## config.mk

```make
export PLATFORM = sky130hd
export DESIGN_NAME = srgd_top
export DESIGN_NICKNAME = d
export VERILOG_FILES = /design/src/include/srgd_pkg.sv /design/src/logic/srgd_sync.sv /design/src/logic/srgd_half_tick.sv /design/src/logic/srgd_top.sv
export SDC_FILE = /design/constraint.sdc
export NUM_CORES = 1
export LEC_CHECK = 0
export BUFFER_PORTS_ARGS = -buffer_cell sky130_fd_sc_hd__buf_2
export CORE_ASPECT_RATIO = 0.6
export CORE_MARGIN = 5
export CORE_UTILIZATION = 50
export DETAILED_ROUTE_END_ITERATION = 8
export PLACE_DENSITY = 0.74
export SYNTH_ARGS = -nofsm -noshare
export SYNTH_HDL_FRONTEND = slang
export SYNTH_HIERARCHICAL = 1
export SYNTH_SLANG_ARGS = --single-unit
```

## constraint.sdc

```tcl
create_clock -name ref_clk_i -period 7.05 [get_ports ref_clk_i]
set_input_delay 1.41 -clock ref_clk_i [delete_from_list [all_inputs] [get_ports ref_clk_i]]
set_output_delay 1.41 -clock ref_clk_i [all_outputs]
set_load 0.1 [all_outputs]
```

## src/include/srgd_pkg.sv

```systemverilog
// Constants and types of the serial rate, gap and status block
// Assumes a 32-bit AXI4-Lite bus and one system clock
package srgd_pkg;
    // ---------------------------------------------
    // Register bus
    // ---------------------------------------------
    localparam int unsigned AXI_AW = 12;
    localparam logic [1:0] RESP_OKAY = 2'h0;
    localparam logic [1:0] RESP_SLVERR = 2'h2;
    // Register indices; byte address is four times the index
    localparam logic [7:0] IDX_GAP_CTRL = 8'hf3;
    localparam logic [7:0] IDX_STATUS = 8'hf4;
    localparam logic [7:0] IDX_DATA = 8'hf5;
    localparam logic [7:0] IDX_CTRL = 8'hf6;
    localparam logic [7:0] IDX_IRQ_EN = 8'hf7;
    localparam logic [AXI_AW-1:0] ADDR_GAP_CTRL = {2'h0, IDX_GAP_CTRL, 2'h0};
    localparam logic [AXI_AW-1:0] ADDR_STATUS = {2'h0, IDX_STATUS, 2'h0};
    localparam logic [AXI_AW-1:0] ADDR_DATA = {2'h0, IDX_DATA, 2'h0};
    localparam logic [AXI_AW-1:0] ADDR_CTRL = {2'h0, IDX_CTRL, 2'h0};
    localparam logic [AXI_AW-1:0] ADDR_IRQ_EN = {2'h0, IDX_IRQ_EN, 2'h0};
    // ---------------------------------------------
    // Reset values
    // ---------------------------------------------
    localparam logic [7:0] CTRL_RST = 8'h00;
    localparam logic [7:0] GAP_CTRL_RST = 8'h00;
    localparam logic [7:0] STATUS_RST = 8'h00;
    localparam logic [7:0] DATA_RST = 8'h00;
    localparam logic [1:0] IRQ_EN_RST = 2'h0;
    // ---------------------------------------------
    // Field positions
    // ---------------------------------------------
    // serial_control
    localparam int CTL_SELECT_OUTPUT_ENABLE = 7;
    localparam int CTL_EN = 6;
    localparam int CTL_LSBF = 5;
    localparam int CTL_ROLE = 4;
    localparam int CTL_CLOCK_POLARITY_SELECT = 3;
    localparam int CTL_CLOCK_PHASE_SELECT = 2;
    localparam int CTL_DIV_MSB = 1;
    localparam int CTL_DIV_LSB = 0;
    // byte_gap_control
    localparam int GAP_MSB = 1;
    localparam int GAP_LSB = 0;
    // serial_status
    localparam int STS_DONE = 7;
    localparam int STS_WRITE_COLLISION_FLAG = 6;
    localparam int STS_OVF = 5;
    localparam int STS_FAULT = 4;
    localparam int STS_FDDIS = 3;
    // irq enables
    localparam int IRQ_BLOCK = 0;
    localparam int IRQ_GLOBAL = 1;
    // ---------------------------------------------
    // Transfer counts
    // ---------------------------------------------
    localparam logic [3:0] FIRST_EDGE = 4'h0;
    localparam logic [3:0] LAST_EDGE = 4'hf;
    localparam logic [3:0] SYNC_RST = 4'h1;
    typedef enum {M_IDLE, M_SHIFT} srgd_mstate_e;
endpackage

```

## src/logic/srgd_sync.sv

```systemverilog
// Two-stage synchroniser for pin inputs
// Assumes inputs are asynchronous to ref_clk_i
`timescale 1ns/1ps
module srgd_sync #(
    parameter int W = 4,
    parameter logic [W-1:0] RST_VAL = '0
) (
    // Clock and reset
    input wire logic ref_clk_i,
    input wire logic rst_n_i,
    // Data
    input wire logic [W-1:0] d_i,
    output logic [W-1:0] q_o
);
    logic [W-1:0] meta_r;

    always_ff @(posedge ref_clk_i) begin
        if (!rst_n_i) begin
            meta_r <= RST_VAL;
            q_o <= RST_VAL;
        end else begin
            meta_r <= d_i;
            q_o <= meta_r;
        end
    end
endmodule

```

## src/logic/srgd_half_tick.sv

```systemverilog
// Half-period tick of the master serial clock
// Assumes run_i and div_sel_i come from ref_clk_i logic
`timescale 1ns/1ps
module srgd_half_tick #(
    parameter int CW = 3
) (
    // Clock and reset
    input wire logic ref_clk_i,
    input wire logic rst_n_i,
    // Control
    input wire logic run_i,
    input wire logic [1:0] div_sel_i,
    // Tick
    output logic tick_o
);
    logic [CW-1:0] cnt_r;
    logic [CW-1:0] top_w;

    // Half period of 1, 2, 4 or 8 cycles
    assign top_w = CW'((4'h1 << div_sel_i) - 4'h1);
    assign tick_o = run_i && (cnt_r == top_w);

    always_ff @(posedge ref_clk_i) begin
        if (!rst_n_i || !run_i) begin
            cnt_r <= '0;
        end else if (cnt_r == top_w) begin
            cnt_r <= '0;
        end else begin
            cnt_r <= cnt_r + CW'(1);
        end
    end
endmodule

```

## src/logic/srgd_top.sv

```systemverilog
// Byte SPI controller, master or slave, with AXI4-Lite registers
// Assumes pins are asynchronous and a synchronous active-low reset
`timescale 1ns/1ps
module srgd_top
    import srgd_pkg::*;
(
    // Clock and reset
    input wire logic ref_clk_i,
    input wire logic rst_n_i,
    // AXI4-Lite write
    input wire logic [AXI_AW-1:0] awaddr_i,
    input wire logic awvalid_i,
    output logic awready_o,
    input wire logic [31:0] wdata_i,
    input wire logic [3:0] wstrb_i,
    input wire logic wvalid_i,
    output logic wready_o,
    output logic [1:0] bresp_o,
    output logic bvalid_o,
    input wire logic bready_i,
    // AXI4-Lite read
    input wire logic [AXI_AW-1:0] araddr_i,
    input wire logic arvalid_i,
    output logic arready_o,
    output logic [31:0] rdata_o,
    output logic [1:0] rresp_o,
    output logic rvalid_o,
    input wire logic rready_i,
    // Serial pins
    input wire logic sclk_i,
    output logic sclk_o,
    output logic sclk_oe_o,
    input wire logic mosi_i,
    output logic mosi_o,
    output logic mosi_oe_o,
    input wire logic miso_i,
    output logic miso_o,
    output logic miso_oe_o,
    input wire logic ss_n_i,
    output logic ss_n_o,
    output logic ss_n_oe_o,
    // Interrupt
    output logic irq_o
);
    // ---------------------------------------------
    // Declarations
    // ---------------------------------------------
    logic [7:0] ctrl_r, wdata_r, tx_sh_r, tx_nxt, rx_sh_r, rx_buf_r, rx_in_w, rd_byte_w;
    logic [1:0] gap_sel_r, irq_en_r, div_w;
    logic transfer_done_flag_r, write_collision_flag_r, ovf_r, role_fault_flag_r, fault_detect_disable_r;
    logic aw_hold_r, w_hold_r, wstb_r, aw_take_w, w_take_w, ar_take_w, wr_do_w, rd_ok_w;
    logic [AXI_AW-1:0] awaddr_r;
    logic wr_hit_w, wr_data_w, stat_wr_w, data_acc_w, write_collision_flag_set_w, busy_w;
    logic select_output_enable_w, en_w, lsbf_w, role_w, clock_polarity_select_w, clock_phase_select_w;
    logic master_act_w, slave_sel_w, fault_w, tick_w, m_edge_w, s_edge_w, sh_edge_w;
    logic sample_w, done_w, din_w, tx_bit_nxt;
    logic sclk_s, mosi_s, miso_s, ss_n_s, sclk_prev_r, lead_r, pend_r;
    logic [3:0] edge_idx_r;
    logic [2:0] gap_cnt_r;
    srgd_mstate_e m_st_r;

    assign select_output_enable_w = ctrl_r[CTL_SELECT_OUTPUT_ENABLE];
    assign en_w = ctrl_r[CTL_EN];
    assign lsbf_w = ctrl_r[CTL_LSBF];
    assign role_w = ctrl_r[CTL_ROLE];
    assign clock_polarity_select_w = ctrl_r[CTL_CLOCK_POLARITY_SELECT];
    assign clock_phase_select_w = ctrl_r[CTL_CLOCK_PHASE_SELECT];
    assign div_w = ctrl_r[CTL_DIV_MSB:CTL_DIV_LSB];

    // ---------------------------------------------
    // Pin synchroniser and clock divider
    // ---------------------------------------------
    srgd_sync #(.W(4), .RST_VAL(SYNC_RST)) u_sync (
        .ref_clk_i(ref_clk_i),
        .rst_n_i(rst_n_i),
        .d_i({sclk_i, mosi_i, miso_i, ss_n_i}),
        .q_o({sclk_s, mosi_s, miso_s, ss_n_s})
    );

    srgd_half_tick #(.CW(3)) u_tick (
        .ref_clk_i(ref_clk_i),
        .rst_n_i(rst_n_i),
        .run_i(master_act_w && (m_st_r == M_SHIFT || gap_cnt_r != 3'h0)),
        .div_sel_i(div_w),
        .tick_o(tick_w)
    );

    // ---------------------------------------------
    // AXI4-Lite slave
    // ---------------------------------------------
    assign aw_take_w = awvalid_i && awready_o;
    assign w_take_w = wvalid_i && wready_o;
    assign ar_take_w = arvalid_i && arready_o;
    assign wr_do_w = aw_hold_r && w_hold_r && !bvalid_o;
    assign wr_hit_w = wr_do_w && wstb_r;

    always_ff @(posedge ref_clk_i) begin
        if (!rst_n_i) begin
            aw_hold_r <= 1'b0;
            w_hold_r <= 1'b0;
            awready_o <= 1'b0;
            wready_o <= 1'b0;
            bvalid_o <= 1'b0;
            bresp_o <= RESP_OKAY;
            awaddr_r <= '0;
            wdata_r <= 8'h00;
            wstb_r <= 1'b0;
        end else begin
            aw_hold_r <= (aw_hold_r || aw_take_w) && !wr_do_w;
            w_hold_r <= (w_hold_r || w_take_w) && !wr_do_w;
            awready_o <= !(aw_hold_r || aw_take_w || bvalid_o);
            wready_o <= !(w_hold_r || w_take_w || bvalid_o);
            bvalid_o <= wr_do_w || (bvalid_o && !bready_i);
            if (aw_take_w) awaddr_r <= awaddr_i;
            if (w_take_w) begin
                wdata_r <= wdata_i[7:0];
                wstb_r <= wstrb_i[0];
            end
            if (wr_do_w) begin
                bresp_o <= (awaddr_r == ADDR_CTRL || awaddr_r == ADDR_GAP_CTRL ||
                    awaddr_r == ADDR_STATUS || awaddr_r == ADDR_DATA ||
                    awaddr_r == ADDR_IRQ_EN) ? RESP_OKAY : RESP_SLVERR;
            end
        end
    end

    always_comb begin
        rd_ok_w = 1'b1;
        case (araddr_i)
            ADDR_CTRL: rd_byte_w = ctrl_r;
            ADDR_GAP_CTRL: rd_byte_w = {6'h00, gap_sel_r};
            ADDR_STATUS: rd_byte_w = {transfer_done_flag_r, write_collision_flag_r, ovf_r, role_fault_flag_r, fault_detect_disable_r, 3'h0};
            ADDR_DATA: rd_byte_w = rx_buf_r;
            ADDR_IRQ_EN: rd_byte_w = {6'h00, irq_en_r};
            default: begin
                rd_byte_w = 8'h00;
                rd_ok_w = 1'b0;
            end
        endcase
    end

    always_ff @(posedge ref_clk_i) begin
        if (!rst_n_i) begin
            arready_o <= 1'b0;
            rvalid_o <= 1'b0;
            rdata_o <= 32'h0000_0000;
            rresp_o <= RESP_OKAY;
        end else begin
            arready_o <= !(ar_take_w || rvalid_o);
            rvalid_o <= ar_take_w || (rvalid_o && !rready_i);
            if (ar_take_w) begin
                rdata_o <= {24'h00_0000, rd_byte_w};
                rresp_o <= rd_ok_w ? RESP_OKAY : RESP_SLVERR;
            end
        end
    end

    // ---------------------------------------------
    // Control registers
    // ---------------------------------------------
    assign fault_w = master_act_w && !fault_detect_disable_r && !ss_n_s;

    always_ff @(posedge ref_clk_i) begin
        if (!rst_n_i) begin
            ctrl_r <= CTRL_RST;
            gap_sel_r <= GAP_CTRL_RST[GAP_MSB:GAP_LSB];
            irq_en_r <= IRQ_EN_RST;
        end else begin
            if (wr_hit_w && awaddr_r == ADDR_CTRL) ctrl_r <= wdata_r;
            if (wr_hit_w && awaddr_r == ADDR_GAP_CTRL) gap_sel_r <= wdata_r[GAP_MSB:GAP_LSB];
            if (wr_hit_w && awaddr_r == ADDR_IRQ_EN) irq_en_r <= wdata_r[1:0];
            if (fault_w) begin
                ctrl_r[CTL_ROLE] <= 1'b0;
                ctrl_r[CTL_EN] <= 1'b0;
            end
        end
    end

    // ---------------------------------------------
    // Status flags
    // ---------------------------------------------
    assign stat_wr_w = wr_hit_w && awaddr_r == ADDR_STATUS;
    assign wr_data_w = wr_hit_w && awaddr_r == ADDR_DATA;
    assign master_act_w = en_w && role_w;
    assign slave_sel_w = en_w && !role_w && !ss_n_s;
    assign busy_w = role_w ? (m_st_r == M_SHIFT || pend_r) : slave_sel_w;
    assign data_acc_w = wr_data_w && !transfer_done_flag_r && !busy_w;
    assign write_collision_flag_set_w = wr_data_w && !transfer_done_flag_r && busy_w;

    always_ff @(posedge ref_clk_i) begin
        if (!rst_n_i) begin
            transfer_done_flag_r <= STATUS_RST[STS_DONE];
            write_collision_flag_r <= STATUS_RST[STS_WRITE_COLLISION_FLAG];
            ovf_r <= STATUS_RST[STS_OVF];
            role_fault_flag_r <= STATUS_RST[STS_FAULT];
            fault_detect_disable_r <= STATUS_RST[STS_FDDIS];
        end else begin
            transfer_done_flag_r <= done_w || (transfer_done_flag_r && !(stat_wr_w && !wdata_r[STS_DONE]));
            write_collision_flag_r <= write_collision_flag_set_w || (write_collision_flag_r && !(stat_wr_w && !wdata_r[STS_WRITE_COLLISION_FLAG]));
            ovf_r <= (done_w && transfer_done_flag_r) || (ovf_r && !(stat_wr_w && !wdata_r[STS_OVF]));
            role_fault_flag_r <= fault_w || (role_fault_flag_r && !(stat_wr_w && !wdata_r[STS_FAULT]));
            if (stat_wr_w) fault_detect_disable_r <= wdata_r[STS_FDDIS];
        end
    end

    // ---------------------------------------------
    // Master sequencer
    // ---------------------------------------------
    assign m_edge_w = master_act_w && m_st_r == M_SHIFT && tick_w && !lead_r;

    always_ff @(posedge ref_clk_i) begin
        if (!rst_n_i || !master_act_w) begin
            m_st_r <= M_IDLE;
            lead_r <= 1'b0;
            pend_r <= 1'b0;
            gap_cnt_r <= 3'h0;
        end else begin
            case (m_st_r)
                M_IDLE: begin
                    if (tick_w && gap_cnt_r != 3'h0) gap_cnt_r <= gap_cnt_r - 3'h1;
                    if (pend_r && gap_cnt_r == 3'h0) begin
                        m_st_r <= M_SHIFT;
                        lead_r <= 1'b1;
                        pend_r <= 1'b0;
                    end
                end
                M_SHIFT: begin
                    if (tick_w) lead_r <= 1'b0;
                    if (m_edge_w && edge_idx_r == LAST_EDGE) begin
                        m_st_r <= M_IDLE;
                        gap_cnt_r <= 3'({1'b0, gap_sel_r} + {2'b00, clock_phase_select_w});
                    end
                end
                default: m_st_r <= M_IDLE;
            endcase
            if (data_acc_w) pend_r <= 1'b1;
        end
    end

    // ---------------------------------------------
    // Shift engine
    // ---------------------------------------------
    assign s_edge_w = slave_sel_w && (sclk_s != sclk_prev_r);
    assign sh_edge_w = role_w ? m_edge_w : s_edge_w;
    assign sample_w = edge_idx_r[0] == clock_phase_select_w;
    assign done_w = sh_edge_w && edge_idx_r == LAST_EDGE;
    assign din_w = role_w ? miso_s : mosi_s;
    assign rx_in_w = lsbf_w ? {din_w, rx_sh_r[7:1]} : {rx_sh_r[6:0], din_w};

    always_comb begin
        tx_nxt = tx_sh_r;
        if (data_acc_w) begin
            tx_nxt = wdata_r;
        end else if (sh_edge_w && !sample_w && edge_idx_r != FIRST_EDGE &&
            edge_idx_r != LAST_EDGE) begin
            tx_nxt = lsbf_w ? {1'b0, tx_sh_r[7:1]} : {tx_sh_r[6:0], 1'b0};
        end
        tx_bit_nxt = lsbf_w ? tx_nxt[0] : tx_nxt[7];
    end

    always_ff @(posedge ref_clk_i) begin
        if (!rst_n_i) begin
            tx_sh_r <= DATA_RST;
            rx_sh_r <= DATA_RST;
            rx_buf_r <= DATA_RST;
            edge_idx_r <= FIRST_EDGE;
            sclk_prev_r <= 1'b0;
        end else begin
            tx_sh_r <= tx_nxt;
            sclk_prev_r <= sclk_s;
            if (sh_edge_w && sample_w) rx_sh_r <= rx_in_w;
            if (done_w && !transfer_done_flag_r) rx_buf_r <= sample_w ? rx_in_w : rx_sh_r;
            if (!(master_act_w || slave_sel_w)) edge_idx_r <= FIRST_EDGE;
            else if (sh_edge_w) edge_idx_r <= edge_idx_r + 4'h1;
        end
    end

    // ---------------------------------------------
    // Pin drivers and interrupt
    // ---------------------------------------------
    always_ff @(posedge ref_clk_i) begin
        if (!rst_n_i) begin
            sclk_o <= CTRL_RST[CTL_CLOCK_POLARITY_SELECT];
            sclk_oe_o <= 1'b0;
            mosi_o <= 1'b0;
            mosi_oe_o <= 1'b0;
            miso_o <= 1'b0;
            miso_oe_o <= 1'b0;
            ss_n_o <= 1'b1;
            ss_n_oe_o <= 1'b0;
            irq_o <= 1'b0;
        end else begin
            if (master_act_w && m_st_r == M_SHIFT) sclk_o <= m_edge_w ? !sclk_o : sclk_o;
            else sclk_o <= clock_polarity_select_w;
            sclk_oe_o <= master_act_w;
            mosi_o <= tx_bit_nxt;
            mosi_oe_o <= master_act_w;
            miso_o <= tx_bit_nxt;
            miso_oe_o <= slave_sel_w;
            ss_n_o <= m_st_r != M_SHIFT;
            ss_n_oe_o <= master_act_w && fault_detect_disable_r && select_output_enable_w;
            irq_o <= irq_en_r[IRQ_BLOCK] && irq_en_r[IRQ_GLOBAL] && (transfer_done_flag_r || ovf_r || role_fault_flag_r);
        end
    end

    // ---------------------------------------------
    // Assertions
    // ---------------------------------------------
    logic [3:0] cyc_r;
    always_ff @(posedge ref_clk_i) begin
        if (!rst_n_i || m_edge_w) cyc_r <= 4'h0;
        else if (cyc_r != 4'hf) cyc_r <= cyc_r + 4'h1;
    end
endmodule

```

==> results by group <==
Status
  • Status: complete, no violations

Layout
  • Share of post-route cells with drive strength above 1: 0.158
  • Most common cell after layout, fill and taps aside: dfxtp_1
  • Post-route cell area: 5500 sq um
  • Commonest non-fill, non-tap cells in the layout: 108 x dfxtp_1, 103 x nand2_1, 67 x buf_2
  • Area grow syn2layout: 12.4%
  • Filler Cell Count: 867
  • Layout net count: 698
  • Ant diodes: 0

Die
  • Die area: 11900 sq um
  • # rows: 27
  • Die width: 138 um
  • Die Ht: 86.6 um
  • # IOs: 121
  • Initial core utilization: 0.522
  • Core area: 9360 sq um

Clock network
  • CTS root buf: clkbuf_16
  • CTS tree: built
  • Clock Pin Slew Worst Setup and Hold Paths: 0.07 ns
  • Clk_lat worst skew: 0.35 ns
  • Num CTS Buffers: 9
  • CTS Sinks: 108
  • Clock tree buffer depth: 2
  • Post-cts hold buffer count: 0
  • H-tree Lvls: 3
  • Buffers inserted by post-CTS timing repair: 0
  • Post-cts sizing count: 0

Route
  • First DRT Iteration DRCs: 237
  • Routed WL per cell: 15.4 um
  • Final ANT Viol Nets: 0
  • Drt total wl: 11.6 mm
  • Router iterations before antenna repair: 4
  • Vias: 4009
  • DRC: 0
  • Avg Vias per Cell: 5.31

STA
  • Final worst-path cycle share: 0.427
  • Final Hold Fails: 0
  • Worst clock skew: 0.00749 ns
  • Setup Viol. Count Final: 0
  • Relative slew slack: 0.373
  • Fin. max-slew vios: 0
  • FMAX: 0.332 GHz
  • Worst-Margin Slew: 0.939 ns
  • Minimum clock period: 3.01 ns
  • Setup_tns: 0 ns
  • Unrepaired setup endpoints after global routing: false

Placement
  • Detailed Place HPWL: 8.65 mm
  • Dpl cell area: 5180 sq um
  • IO Port Bufs: 67
  • Final Wtd Congestion: 0.861

Power and ir drop
  • P_int: 0.000956 W
  • Switch Pwr: 0.000344 W
  • Pwr Total: 0.00130 W
  • Sw Share: 0.265
  • Clock Power Share: 0.410
  • Leakage: 2.22 nW
  • Worst vdd ir: 0.000153 V
  • PwrDens: 237 nW/um^2
  • Comb power frac: 0.104
  • Register share of total power: 0.486

Synthesis
  • Synth top area share: 0.442
  • Top_reg_cell synth: dfxtp_1
  • Post-synthesis cell area: 4890 sq um
  • Syn avg cell area: 8.64 sq um
  • Yosys warnings: 6
  • Area leader, netlist: dfxtp_1
  • Area contributors post-synth: dfxtp_1 44%, nand2_1 7.9%, mux2i_1 7.4%
  • Sequential element share of the synthesized area: 0.442
  • Seq cells post-synth: 108
  • Syn Inst Count: 566
  • Ys async rst share: 0
  • Post-synth EDFFs: 0
  • Synth cell types: 61

Setup path
  • Worst Reg-to-Reg Cells: 7
  • Required time worst endpoint: 7.30 ns
  • Crit-path max FO: 7
  • CP Launch Type: flip-flop
  • WP data arrival: 3.26 ns
  • CP endpoint kind: flip-flop
  • WS Path Type: reg2reg

Hold path
  • HP Class: reg2reg
  • Worst Hold Depth: 1

Global route
  • Total GRT Usage: 0.199
  • Number of global-route vias before repair: 3711
  • First-pass GRT wire length: 18.8 mm
  • Largest net degree at the start of global routing: 60
  • Initial antenna violation count: 0
  • Global route total overflow: 0

Job
  • Maxcap violations: 0
==> state kept, by name, summed over array words and instances (netlist names), 2 cells and up <==
| register | flops |
|---|---|
| irq_en_r | 2 |
| ctrl_r | 8 |
| rx_buf_r | 8 |
| wdata_r | 8 |
| gap_sel_r | 2 |
| rx_sh_r | 8 |
| u_sync/meta_r | 4 |
| u_tick/cnt_r | 3 |
| u_sync/q_o | 4 |
| gap_cnt_r | 3 |
| awaddr_r | 12 |
| edge_idx_r | 4 |
| rdata_o | 8 |
| tx_sh_r | 8 |
==> worst max-delay path, stage by stage (launching register included) <==
cell and delay, ns:
dfxtp_1 0.39, o41ai_1 0.66, and3_1 0.29, nand2_1 0.12, o32ai_2 0.54, nand2b_1 0.36
o211a_1 0.35, o2bb2ai_1 0.20
==> power groups by stage <==
| stage | combinational (W) | sequential [W] | clock [W] |
|---|---|---|---|
| final | 0.000135 | 0.000632 | 0.000532 |
| after global routing | 0.000143 | 0.000633 | 0.000568 |
| after CTS | 0.000135 | 0.000632 | 0.000543 |
| after detailed placement | 0.000135 | 0.000646 | 0 |
| after global placement | 0.000132 | 0.000645 | 0 |
| after floorplan | 0.000104 | 0.000662 | 0 |
==> cell usage after synthesis (all sizes together) (8+ instances only) <==
cell type / instances
o21ai: 26
clkbuf: 14
nor3: 11
dfxtp: 108
nor2: 47
nand2: 103
a21oi: 47
buf: 36
mux2i: 36
nand2b: 10
and2: 10
nand3: 8
inv: 14
a211oi: 11
==> routing by layer <==
metal / share of wire / up-vias / GRT usage
met4: 0.0040 / 0 / 0.0435
met1: 0.47 / 1868 / 0.288
met5: 0 / - / 0
li1: - / 2018 / -
met2: 0.45 / 119 / 0.295
met3: 0.075 / 4 / 0.0580
==> stage by stage <==
step / setup slack, ns / hold slack [ns] / utilization / instances
6_report: 4.04 / 0.410 / 0.587 / 755
5_1_grt: 3.82 / 0.439 / 0.587 / 755
4_1_cts: 4.08 / 0.411 / 0.587 / 755
3_5_place_dp: 3.94 / 0.394 / 0.554 / 739
3_3_place_gp: 3.99 / 0.401 / 0.554 / 739
2_1_floorplan: 4.28 / 0.386 / - / 591
==> logic make-up (layout without fill, tap and decap cells) <==
logic type / count (synthesis) / count (layout) / synth area share
mux: 43 / 43 / 0.0898
fa+ha+maj: 7 / 7 / 0.0179
other cells: 1 / 26 / 0.000767
flops: 108 / 108 / 0.442
simple gates: 220 / 220 / 0.213
xor+xnor: 7 / 7 / 0.0164
buf+inv: 65 / 99 / 0.0745
compound gates: 115 / 115 / 0.145
==> cell type report <==
type | count | area, sq um | share of cell area
clock buffers | 10 | 229 | 0.0417
clock inverters | 6 | 86.3 | 0.0157
inverters | 15 | 56.3 | 0.0102
multi-input cells | 418 | 2460 | 0.447
flip-flops and latches | 108 | 2160 | 0.393
well taps | 130 | 163 | 0.0296
repair buffers | 68 | 343 | 0.0624
==> final timing paths <==
check	from	end	slack [ns]
max	ctrl_r[1]	miso_o	4.04
min	u_sync/meta_r[0]	u_sync/q_o[0]	0.41
max reg2reg	ctrl_r[1]	miso_o	4.04
min reg2reg	u_sync/meta_r[0]	u_sync/q_o[0]	0.41
(Power assumes the default switching activity.)
